File: src/hdl/mcdl_consts.svh
// Constants for the deferred-error logging bank: offsets, fields, resets.
// Assumes inclusion by the package, the bank module and the testbench.
`ifndef MCDL_CONSTS_SVH
`define MCDL_CONSTS_SVH

// ****************************************
// Register indices (bus address bits 7:1)
// ****************************************
`define MCDL_IDX_BANK_CTL      8'h00
`define MCDL_IDX_STATUS        8'h01
`define MCDL_IDX_ADDR          8'h02
`define MCDL_IDX_MISC0         8'h03
`define MCDL_IDX_CONFIG        8'h04
`define MCDL_IDX_SYND          8'h06
`define MCDL_IDX_DESTAT        8'h08
`define MCDL_IDX_DEADDR        8'h09
`define MCDL_IDX_MISC1         8'h0A
`define MCDL_IDX_SYND1         8'h0E
`define MCDL_IDX_GCAP          8'h10
`define MCDL_IDX_GCTL          8'h11
`define MCDL_IDX_CORE          8'h12
`define MCDL_IDX_THRESH        8'h13

// ****************************************
// Status field positions
// ****************************************
`define MCDL_ST_VALID          63
`define MCDL_ST_OVER           62
`define MCDL_ST_UC             61
`define MCDL_ST_ADDR_VALID_FLAG          58
`define MCDL_ST_SYNDROME_VALID_FLAG          53
`define MCDL_ST_DEFERRED       44

// ****************************************
// Config field positions
// ****************************************
`define MCDL_CF_INTEN          40
`define MCDL_CF_IRQSEL_HI      38
`define MCDL_CF_IRQSEL_LO      37
`define MCDL_CF_DUALLOG        34
`define MCDL_CF_ERRCODE_CAP    7
`define MCDL_CF_DEFLOG_SUP     2

// ****************************************
// Global capability fields and core control bits
// ****************************************
`define MCDL_GCAP_GLOBAL_CTL_PRESENT         8
`define MCDL_CORE_MCE          0
`define MCDL_CORE_SHUT         1
`define MCDL_CORE_EXC          2

// ****************************************
// Deferred interrupt select encodings and resets
// ****************************************
`define MCDL_IRQ_NONE          2'b00
`define MCDL_IRQ_LOCAL         2'b01
`define MCDL_IRQ_SMI           2'b10
`define MCDL_RST_CTL           64'h0000_0000_0000_0000
`define MCDL_RST_THRESH        16'h0000

`endif

File: src/hdl/mcdl_pkg.sv
// Types for the deferred-error logging bank.
// Assumes mcdl_consts.svh is on the include path.
`include "mcdl_consts.svh"
package mcdl_pkg;

    // ****************************************
    // Error event from an on-chip detector
    // ****************************************
    typedef struct packed {
        logic        valid;
        logic [1:0]  kind;
        logic        addr_ok;
        logic        synd_ok;
        logic [31:0] code;
        logic [63:0] addr;
        logic [63:0] synd;
        logic [63:0] misc;
    } mcdl_err_t;

    typedef enum logic [1:0] {
        MCDL_CORRECTED   = 2'b00,
        MCDL_DEFERRED    = 2'b01,
        MCDL_UNCORRECTED = 2'b10
    } mcdl_kind_t;

    // Wishbone slave-side reply
    typedef struct packed {
        logic        ack;
        logic [31:0] dat;
    } mcdl_wb_rsp_t;

    typedef enum logic [1:0] {
        MCDL_RUN      = 2'b00,
        MCDL_EXC      = 2'b01,
        MCDL_SHUTDOWN = 2'b11
    } mcdl_core_t;

    typedef struct packed {
        logic [63:0]      bank_ctl;
        logic [63:0]      status;
        logic [63:0]      addr;
        logic [63:0]      misc0;
        logic [63:0]      config_r;
        logic [63:0]      synd;
        logic [63:0]      destat;
        logic [63:0]      deaddr;
        logic [3:0][63:0] misc_x;
        logic [1:0][63:0] synd_x;
        logic [63:0]      gctl;
        logic             mc_exception_enable;
        mcdl_core_t       core;
        logic [15:0]      thresh;
        logic [15:0]      ce_count;
        mcdl_wb_rsp_t     wb;
        logic             irq_local;
        logic             irq_smi;
        logic             irq_thresh;
    } mcdl_state_t;

endpackage

File: src/hdl/mcdl_bank.sv
// One error-reporting bank with deferred-error status and address logging.
// Assumes a classic Wishbone master on the core clock and error pulses on clk_i.
//
// Notes on behaviour
// - Deferred record survives later severe errors
// - Deferred errors written to deferred status when it holds no valid record; the bank logs one only while its bank_ctl bit enables the deferred kind
// - Bit 63 marks valid deferred record
// - Bit 62 marks lost further deferred error
// - Bit 58 marks deferred address present
// - Bit 53 marks syndrome present
// - Bit 44 marks deferred class
// - Error codes present only when capable
// - Deferred address meaningful with valid and addr_valid_flag
// - Deferred address layout matches primary address
// - Extra misc registers hardware-written only
// - Extra syndromes valid with either syndrome_valid_flag
// - Reporting enables cleared after reset
// - Capability bit reports global control present
// - Capability count reports implemented banks
// - Control bits enable error types individually
// - Writing zeros clears the status record
// - Exception disabled means core shutdown
// - Enabled uncorrected error raises exception
// - Interrupts on deferred or threshold reached
// - Logs not cleared by warm reset
// - Dual-log enable adds primary logging
// - Two-bit field picks deferred interrupt kind
//
// The placing of the registers and the Wishbone register port were left to the implementer.
`timescale 1ns/100ps
`default_nettype none
`include "mcdl_consts.svh"
module mcdl_bank
    import mcdl_pkg::*;
#(
    parameter int          BANK_COUNT = 1,
    parameter logic        ERRCODE_CAP = 1'b1,
    parameter logic        GCTL_PRESENT = 1'b1
) (
    input  wire logic        clk_i,
    input  wire logic        rst_i,
    input  wire logic        warm_i,
    input  wire logic        wb_cyc_i,
    input  wire logic        wb_stb_i,
    input  wire logic        wb_we_i,
    input  wire logic [7:0]  wb_adr_i,
    input  wire logic [3:0]  wb_sel_i,
    input  wire logic [31:0] wb_dat_i,
    output logic [31:0]      wb_dat_o,
    output logic             wb_ack_o,
    input  wire mcdl_err_t   err_i,
    output logic             mc_exception_o,
    output logic             shutdown_o,
    output logic             irq_local_o,
    output logic             irq_smi_o,
    output logic             irq_thresh_o
);

    mcdl_state_t s_reg;
    mcdl_state_t s_next;

    // ****************************************
    // Helpers
    // ****************************************
    function automatic logic [31:0] merge32(input logic [31:0] old, input logic [31:0] nw,
                                            input logic [3:0] sel);
        logic [31:0] r;
        r = old;
        for (int i = 0; i < 4; i++) begin
            if (sel[i]) begin
                r[i*8 +: 8] = nw[i*8 +: 8];
            end
        end
        return r;
    endfunction

    function automatic logic [63:0] wr64(input logic [63:0] old, input logic hi,
                                         input logic [31:0] nw, input logic [3:0] sel);
        logic [63:0] r;
        r = old;
        if (hi) begin
            r[63:32] = merge32(old[63:32], nw, sel);
        end else begin
            r[31:0] = merge32(old[31:0], nw, sel);
        end
        return r;
    endfunction

    function automatic logic [63:0] make_status(input mcdl_err_t e, input logic cap);
        logic [63:0] r;
        r = '0;
        r[`MCDL_ST_VALID]    = 1'b1;
        r[`MCDL_ST_UC]       = (e.kind == MCDL_UNCORRECTED);
        r[`MCDL_ST_ADDR_VALID_FLAG]    = e.addr_ok;
        r[`MCDL_ST_SYNDROME_VALID_FLAG]    = e.synd_ok;
        r[`MCDL_ST_DEFERRED] = (e.kind == MCDL_DEFERRED);
        if (cap) begin
            r[31:0] = e.code;
        end
        return r;
    endfunction

    // Register read decode by index; unmapped indices read as zero
    function automatic logic [63:0] read_reg(input mcdl_state_t s, input logic [6:0] idx,
                                             input logic [63:0] cap_word);
        logic [63:0] r;
        r = '0;
        case ({1'b0, idx})
            `MCDL_IDX_BANK_CTL: r = s.bank_ctl;
            `MCDL_IDX_STATUS:   r = s.status;
            `MCDL_IDX_ADDR:     r = s.addr;
            `MCDL_IDX_MISC0:    r = s.misc0;
            `MCDL_IDX_CONFIG:   r = s.config_r;
            `MCDL_IDX_SYND:     r = s.synd;
            `MCDL_IDX_DESTAT:   r = s.destat;
            `MCDL_IDX_DEADDR:   r = s.deaddr;
            `MCDL_IDX_GCAP:     r = cap_word;
            `MCDL_IDX_GCTL:     r = s.gctl;
            `MCDL_IDX_CORE:     r = {62'h0, s.core == MCDL_SHUTDOWN, s.mc_exception_enable};
            `MCDL_IDX_THRESH:   r = {s.ce_count, 32'h0, s.thresh};
            default: begin
                if (idx >= 7'(`MCDL_IDX_MISC1) && idx < 7'(`MCDL_IDX_SYND1)) begin
                    r = s.misc_x[2'(idx - 7'(`MCDL_IDX_MISC1))];
                end else if (idx == 7'(`MCDL_IDX_SYND1)) begin
                    r = s.synd_x[0];
                end else if (idx == 7'(`MCDL_IDX_SYND1) + 7'd1) begin
                    r = s.synd_x[1];
                end else begin
                    r = '0;
                end
            end
        endcase
        return r;
    endfunction

    // Escalation target of an enabled uncorrected error
    function automatic mcdl_core_t next_core(input mcdl_core_t now, input logic mce_on);
        mcdl_core_t r;
        // A second exception while one is pending also ends in shutdown
        if (!mce_on || now != MCDL_RUN) begin
            r = MCDL_SHUTDOWN;
        end else begin
            r = MCDL_EXC;
        end
        return r;
    endfunction

    // ****************************************
    // Bus decode: 64-bit registers as two 32-bit words
    // ****************************************
    logic [6:0]  reg_idx;
    logic        hi_word;
    logic        access;
    logic [63:0] gcap;

    assign reg_idx = wb_adr_i[7:1];
    assign hi_word = wb_adr_i[0];
    assign access  = wb_cyc_i && wb_stb_i && !s_reg.wb.ack;
    assign gcap    = {55'h0, GCTL_PRESENT, 8'(BANK_COUNT)};

    always_comb begin
        logic [63:0] rd;
        logic        ev;
        logic        enabled;
        logic        cap;
        logic        wr;
        rd = '0;
        ev = err_i.valid && s_reg.bank_ctl[err_i.kind];
        enabled = ev && s_reg.gctl[0];
        s_next = s_reg;
        s_next.wb.ack = access;
        s_next.irq_local = 1'b0;
        s_next.irq_smi = 1'b0;
        s_next.irq_thresh = 1'b0;
        wr = access && wb_we_i;
        cap = ERRCODE_CAP;

        // ****************************************
        // Reads
        // ****************************************
        rd = read_reg(s_reg, reg_idx, gcap);
        s_next.wb.dat = access ? (hi_word ? rd[63:32] : rd[31:0]) : s_reg.wb.dat;

        // ****************************************
        // Writes; misc and syndrome extras are hardware-only
        // ****************************************
        if (wr) begin
            case ({1'b0, reg_idx})
                `MCDL_IDX_BANK_CTL: s_next.bank_ctl = wr64(s_reg.bank_ctl, hi_word,
                                                           wb_dat_i, wb_sel_i);
                `MCDL_IDX_STATUS:   s_next.status = wr64(s_reg.status, hi_word,
                                                         wb_dat_i, wb_sel_i);
                `MCDL_IDX_ADDR:     s_next.addr = wr64(s_reg.addr, hi_word, wb_dat_i, wb_sel_i);
                `MCDL_IDX_CONFIG: begin
                    s_next.config_r = wr64(s_reg.config_r, hi_word, wb_dat_i, wb_sel_i);
                    s_next.config_r[`MCDL_CF_ERRCODE_CAP] = cap;
                    s_next.config_r[`MCDL_CF_DEFLOG_SUP] = 1'b1;
                end
                `MCDL_IDX_DESTAT:   s_next.destat = wr64(s_reg.destat, hi_word,
                                                         wb_dat_i, wb_sel_i);
                `MCDL_IDX_DEADDR:   s_next.deaddr = wr64(s_reg.deaddr, hi_word, wb_dat_i, wb_sel_i);
                `MCDL_IDX_GCTL:     s_next.gctl = wr64(s_reg.gctl, hi_word, wb_dat_i, wb_sel_i);
                `MCDL_IDX_CORE: begin
                    if (!hi_word && wb_sel_i[0]) begin
                        s_next.mc_exception_enable = wb_dat_i[`MCDL_CORE_MCE];
                        if (wb_dat_i[`MCDL_CORE_EXC] && s_reg.core == MCDL_EXC) begin
                            s_next.core = MCDL_RUN;
                        end
                    end
                end
                `MCDL_IDX_THRESH: begin
                    if (!hi_word) begin
                        s_next.thresh = 16'(merge32({16'h0, s_reg.thresh}, wb_dat_i, wb_sel_i));
                        s_next.ce_count = '0;
                    end
                end
                default: ;
            endcase
        end

        // ****************************************
        // Error capture: hardware wins over a same-cycle software write
        // ****************************************
        if (ev) begin
            s_next.misc0 = err_i.misc;
            s_next.misc_x = {4{err_i.misc}};
            if (err_i.synd_ok) begin
                s_next.synd = err_i.synd;
                s_next.synd_x = {2{err_i.synd}};
            end
            if (err_i.kind == MCDL_DEFERRED) begin
                if (s_reg.destat[`MCDL_ST_VALID]) begin
                    s_next.destat[`MCDL_ST_OVER] = 1'b1;
                end else begin
                    s_next.destat = make_status(err_i, cap);
                    s_next.deaddr = err_i.addr_ok ? err_i.addr : '0;
                end
                if (s_reg.config_r[`MCDL_CF_DUALLOG]) begin
                    if (!s_reg.status[`MCDL_ST_VALID]) begin
                        s_next.status = make_status(err_i, cap);
                        s_next.addr = err_i.addr;
                    end else begin
                        s_next.status[`MCDL_ST_OVER] = 1'b1;
                    end
                end
                case (s_reg.config_r[`MCDL_CF_IRQSEL_HI:`MCDL_CF_IRQSEL_LO])
                    `MCDL_IRQ_LOCAL: s_next.irq_local = 1'b1;
                    `MCDL_IRQ_SMI:   s_next.irq_smi = 1'b1;
                    default: ;
                endcase
            end else begin
                // Primary only; deferred record left alone
                s_next.status = make_status(err_i, cap);
                s_next.status[`MCDL_ST_OVER] = s_reg.status[`MCDL_ST_VALID];
                s_next.addr = err_i.addr;
                if (err_i.kind == MCDL_CORRECTED) begin
                    s_next.ce_count = s_reg.ce_count + 16'd1;
                    if (s_reg.config_r[`MCDL_CF_INTEN] && s_reg.thresh != '0 &&
                        s_reg.ce_count + 16'd1 == s_reg.thresh) begin
                        s_next.irq_thresh = 1'b1;
                    end
                end
            end
            if (enabled && err_i.kind == MCDL_UNCORRECTED) begin
                s_next.core = next_core(s_reg.core, s_reg.mc_exception_enable);
            end
        end
    end

    // ****************************************
    // State register; warm reset spares the logs
    // ****************************************
    always_ff @(posedge clk_i) begin
        if (rst_i) begin
            s_reg <= '0;
            s_reg.config_r[`MCDL_CF_DEFLOG_SUP] <= 1'b1;
        end else if (warm_i) begin
            s_reg.bank_ctl <= `MCDL_RST_CTL;
            s_reg.gctl <= `MCDL_RST_CTL;
            s_reg.mc_exception_enable <= 1'b0;
            s_reg.core <= MCDL_RUN;
            s_reg.thresh <= `MCDL_RST_THRESH;
            s_reg.wb <= '0;
            s_reg.irq_local <= 1'b0;
            s_reg.irq_smi <= 1'b0;
            s_reg.irq_thresh <= 1'b0;
        end else begin
            s_reg <= s_next;
            s_reg.config_r[`MCDL_CF_ERRCODE_CAP] <= ERRCODE_CAP;
        end
    end

    // ****************************************
    // Outputs
    // ****************************************
    assign wb_ack_o       = s_reg.wb.ack;
    assign wb_dat_o       = s_reg.wb.dat;
    assign mc_exception_o = s_reg.core == MCDL_EXC;
    assign shutdown_o     = s_reg.core == MCDL_SHUTDOWN;
    assign irq_local_o    = s_reg.irq_local;
    assign irq_smi_o      = s_reg.irq_smi;
    assign irq_thresh_o   = s_reg.irq_thresh;

endmodule
`default_nettype wire

File: config.mk
export PLATFORM = sky130hd
export DESIGN_NAME = mcdl_bank
export DESIGN_NICKNAME = d
export VERILOG_FILES = /design/src/hdl/mcdl_pkg.sv /design/src/hdl/mcdl_bank.sv
export VERILOG_INCLUDE_DIRS = /design/src /design/src/hdl
export SDC_FILE = /design/constraint.sdc
export NUM_CORES = 2
export LEC_CHECK = 0
export BUFFER_PORTS_ARGS = -buffer_cell sky130_fd_sc_hd__buf_4
export CAP_MARGIN = 20
export CORE_AREA = 10 10 343 345
export CTS_BUF_LIST = sky130_fd_sc_hd__clkbuf_16
export CTS_CLUSTER_SIZE = 8
export DETAILED_ROUTE_END_ITERATION = 7
export DIE_AREA = 0 0 353 355
export GPL_TIMING_DRIVEN = 0
export HOLD_SLACK_MARGIN = 0.1
export PLACE_DENSITY_LB_ADDON = 0.3
export SLEW_MARGIN = 20
export SYNTH_ARGS = -nofsm -noshare
export SYNTH_HDL_FRONTEND = slang
export SYNTH_SLANG_ARGS = --single-unit
File: constraint.sdc
create_clock -name clk_i -period 4 [get_ports clk_i]
set_input_delay 1 -clock clk_i [delete_from_list [all_inputs] [get_ports clk_i]]
set_output_delay 1 -clock clk_i [all_outputs]
set_load 0.05 [all_outputs]
======== After elaboration in Yosys (flattened, before gate mapping) ========
Cells that the tools add are included.
word-level totals
  register bits after elaboration ......... 646
  input bits .............................. 279
  output and inout port bits .............. 38
  logic and storage cells ................. 208
cells by class
  mux-type cells .......................... 85
  eq/ne operators ......................... 20
  bitwise operators ....................... 5
  $add $sub $neg .......................... 2
  reductions and logical operators ........ 51
  $lt $le $gt $ge ......................... 4
operators with widths
  cell                                            number
  two-way mux 128 bit                             6
  case mux 64 bit (12 select lines)               1
  two-way mux 64 bit                              9
  two-way mux 512 bit                             1
  two-way mux 32 bit                              11
  two-way mux 8 bit                               34
  two-way mux 126 bit                             2
  two-way mux 192 bit                             1
  binary-select mux 64 bit (select 2 bit)         1
  AND reduction 4 bit                             18
  two-way mux 16 bit                              3
  AND reduction 5 bit                             8
  two-way mux 34 bit                              1
  == test 7 x 4 -> 1 bit (second input constant)  4
  == test 7 x 5 -> 1 bit (second input constant)  4
  adder 16 x 1 -> 16 bit (second input constant)  1
  == test 16 bit                                  1
  nonzero test 16 bit                             1
  == test 7 x 2 -> 1 bit (second input constant)  2
  == test 7 x 3 -> 1 bit (second input constant)  2
  two-way mux 2 bit                               6
  logical AND 1 bit                               11
  two-way mux 1 bit                               8
  == test 7 x 1 -> 1 bit (second input constant)  1
  other kinds (19)                                30

======== Longest topological paths before layout ========
  depth after elaboration ................. 9
  mapped depth ............................ 11
  gate-level depth less buffers ........... 7

======== Worst setup path before layout ========
No wires, ideal clock.
  path kind ............................... input -> register
  start point ............................. in wb_adr_i[2]
  end point ............................... reg s_reg (netlist bit wb_dat_o[17])
  library setup time ...................... 0.125 ns
  required time ........................... 3.875 ns
  path buffers ............................ 5
  stages on the path ...................... 10
  arrival time ............................ 2.672 ns
  slack ................................... 1.203 ns
  path through ............................ buf_4 buf_6 buf_4 buf_4 buf_2 mux4_2 a22oi_1 nand3_1 o21ai_0 nand3_1
between the ends
  longest elaborated chain between the ends .. 6
  elaborated cells on any way between the ends .. 25
  those cells by class .................... add/sub (1); order compare (2); eq/ne (13); mux (7); reduce/logical (2)
RTL lines
  element                                                                               RTL line                            source
  from (decl)                                                                           mcdl_bank.sv:46                     input wire logic [7:0] wb_adr_i,
  subtractor 2 bit / == test 7 x 4 -> 1 bit (equally long branches)                     mcdl_bank.sv:123, mcdl_bank.sv:126
  binary-select mux 64 bit (select 2 bit) / two-way mux 64 bit (equally long branches)  mcdl_bank.sv:123, mcdl_bank.sv:126
  two-way mux 64 bit, on equally long branches                                          mcdl_bank.sv:123, mcdl_bank.sv:124
  two-way mux 64 bit                                                                    mcdl_bank.sv:122                    if (idx >= 7'(`MCDL_IDX_MISC1) && idx < 7'(`MCDL_IDX_SYND1)) begin
  case mux 64 bit (12 select lines) *                                                   mcdl_bank.sv:108                    case ({1'b0, idx})
  two-way mux 32 bit *                                                                  mcdl_bank.sv:182                    s_next.wb.dat = access ? (hi_word ? rd[63:32] : rd[31:0]) : s_reg.wb.dat;
  to (signal assigned)                                                                  mcdl_bank.sv:288                    s_reg <= s_next;
  to (decl)                                                                             mcdl_bank.sv:59                     mcdl_state_t s_reg;
Mark *: on every way between the ends. The rest lies on a longest branch, timed or not. The select of a mux whose other input is x is not followed.
A chain may end at the register's enable or synchronous reset.

======== Final worst setup path ========
  start point ............................. in wb_adr_i[5]
  end point ............................... reg s_reg (netlist bit wb_dat_o[15])
between the ends
  longest elaborated chain between the ends .. 6
  elaborated cells on any way between the ends .. 22
  those cells by class .................... order compare (2); eq/ne (13); mux (5); reduce/logical (2)
RTL lines
  element                                                                                             RTL line
  parallel branches: the longest is 4 deep, another holds greater-or-equal comparator 7 x 4 -> 1 bit  -
  case mux 64 bit (12 select lines) *                                                                 mcdl_bank.sv:108
  two-way mux 32 bit *                                                                                mcdl_bank.sv:182
Mark *: on every way between the ends.

==> impl_metrics.tcl <==
set metrics [dict create \
    status "finished with violations" \
    failed_checks "negative setup slack" \
    synthFlopType "dfxtp_1" \
    grt_pass1_wl_um 306400 \
    cp-end-kind "register" \
    arrival_ns 4.76 \
    ys_seq_area_frac 0.3929 \
    cts_tree "yes" \
    die-area_sq_mm 0.1253 \
    die_w_um 353 \
    final_area_sq_mm 0.03982 \
    core_area_sq_mm 0.1104 \
    finalCritPeriodShare 1.041 \
    rows 122 \
    required_ns 4.60 \
    rsz0062_at_grt "no" \
    cts_sinks 646 \
    tightest_slew_ns 1.423 \
    dr.first_iter.drc_count 5584 \
    final_core_util 0.3608 \
    cts.clk_slew.worst_paths_ns 0.05 \
    critical_path_class "input port to register" \
    placed_area_sq_mm 0.03728 \
    antenna_left 0 \
    synth.distinct_cells 92 \
    synth-compound-area-share 0.2399 \
    synth-simple-area-share 0.2361 \
    synth-xor-area-share 0.005853 \
    cts_root_buf "clkbuf_16" \
    synth_mux_area_frac 0.06526 \
    ys_ff_latch 646 \
    r2r-start "wb_ack_o" \
    period_needed_ns 4.163 \
    layout_setup_ws_ns -0.1635 \
    synth_area_leader_cell "dfxtp_1" \
    overflow 0 \
    area_growth_pct 20.96 \
    hpwl_um 185300 \
    grt_max_degree 13 \
    final_nets 4834 \
    pre_cts_ws_ns -0.8297 \
    synth_area_sq_mm 0.03292 \
    synth_top_area_share 0.3929 \
    wl_per_cell_um 38.62 \
    grt_util_all_layers 0.3531 \
    start_util 0.2983 \
    synth.area.top_cells "dfxtp_1, a21oi_1, nand2_1, mux2i_1, a22oi_1" \
    final_common_cell "dfxtp_1" \
    gp_congestion 1.073 \
    clockBufferDepth 3 \
    finalSetupViolCount 3 \
    boundaryPins 317 \
    hold_path.startpoint "s_reg[619]" \
    yosys.area_share.adder 0.0003801 \
    hold_class "register to register" \
    synth_nets 4421 \
    clk_latency_ns 0.69 \
    antenna_found_initial 16 \
    max_slew_margin 0.05166 \
    syn_area_per_cell_sq_um 7.950 \
    critPathLaunchType "input port" \
    cts_hold_buffers 0 \
    maxCapViolations 0 \
    yosys_warnings 0 \
    most-common-layout-cells "dfxtp_1, nand2_1, a21oi_1" \
    synth_top_family_by_area "compound AO/OA/AOI/OAI gates" \
    setup_tns_ns -0.3321 \
    die_h_um 355 \
    largest_register_ff_count 610 \
    drive_gt1_frac 0.1583 \
    report.final.slew_viol_count 0 \
    synth_edf_count 0 \
    wl_um 234100 \
    netlist_instances 4141 \
    power_density_mw_per_mm2 383.2 \
    hold_viol 0 \
    grt_pass1_vias 35028 \
    post-cts-setup-buffer-count 0 \
    numCtsBuffers 92 \
    dr.pass1.iters 7 \
    via_per_inst 6.217 \
    vdd_drop_max_v 0.0003018 \
    max_freq_mhz 240.2 \
    crit_fanout 10 \
    fin_worst_skew_ns 0.02238 \
    htreeDepth 3 \
    vias 37677 \
    crit_start "wb_adr_i[5]" \
    port_buffers 310 \
    postSynth.asyncResetShare 0 \
    drc 0 \
    power_leakage_nw 12.76 \
]
[final timing paths]
path | endpoint | slack (ns) | cells past startpoint
setup / recovery | wb_dat_o[15] | -0.16 | 9
hold / removal | s_reg[619] | 0.45 | 2
setup reg to reg | wb_dat_o[25] | 0.19 | 9
hold reg to reg | s_reg[619] | 0.45 | 2
[critical path: stages]
cell,delay (ns)
buf_2,0.20
nor3b_2,1.00
and2_1,0.24
clkbuf_1,0.65
buf_2,0.63
nand2_1,0.33
o221ai_1,0.26
o21ai_0,0.28
o211ai_1,0.14
[cells by family (layout without fill, tap and decap cells)]
kind of cell               Yosys count  in the layout
other                                0              4
muxes                              202            202
and+or+nand+nor                   1625           1625
DFF                                646            646
AOI/OAI and AO/OA                 1232           1232
xor gates and xnor gates            22             22
buffers and inverters              413            840
adders and majority gates            1              1
[where the power goes]
part	switching, W	total [W]	internal (W)	leakage (nW)
sequential	0.00000571	0.00645	0.00645	5.20
clock	0.00312	0.00741	0.00428	1.25
combinational	0.00104	0.00140	0.000355	6.31
total	0.00417	0.0153	0.0111	12.8
[synthesized netlist by cell type (all sizes together) (12+ instances only)]
library cell    n
xnor2          15
a31oi          18
nor2          315
a221oi         23
or3           104
and2           23
buf           206
mux2i         182
and3           16
a22o           26
nand4          14
a211oi         14
nand2b        105
o22a           34
nor3          123
clkbuf        199
o2bb2ai        63
o21ai         138
o22ai          80
a2111oi        15
o31ai          12
dfxtp         646
nor2b          17
o211ai         15
nand3         206
nor4           17
nand2         645
o221ai         26
a22oi         171
a21oi         518
[routing by layer]
| layer | GRT usage | part of all wire | vias to the layer above | wire length (um) |
|---|---|---|---|---|
| met5 | 0 | 0.00019 | - | 45 |
| met3 | 0.08646 | 0.097 | 671 | 22780 |
| met2 | 0.5372 | 0.43 | 2611 | 99660 |
| li1 | - | - | 15729 | - |
| met1 | 0.4311 | 0.38 | 18660 | 90020 |
| met4 | 0.2603 | 0.092 | 6 | 21550 |
[layout make-up]
class	count	area, sq um
Multi-Input combinational cell	3082	18100
Inverter	8	30.03
Sequential cell	646	12930
Antenna cell	4	10.01
Clock buffer	95	2377
Clock inverter	13	137.6
Fill cell	11772	70540
Tap cell	1488	1862
Buffer	405	1954
Timing Repair Buffer	319	2415
[metrics by stage]
step,hold slack (ns),std cells,power [W]
after global routing,0.4712,6056,0.01547
after floorplan,0.4269,4141,0.007052
after detailed placement,0.4456,5948,0.007896
final,0.4522,6060,0.01526
after global placement,0.4412,5939,0.007890
after CTS,0.4529,6056,0.01518
[timing repair]
item | in CTS | in global routing
pin swaps | 0 | 0
resized for setup | 4 | 4
setup endpoints to repair | 4 | 1
No activity file was read; power rests on OpenSTA's default activity.
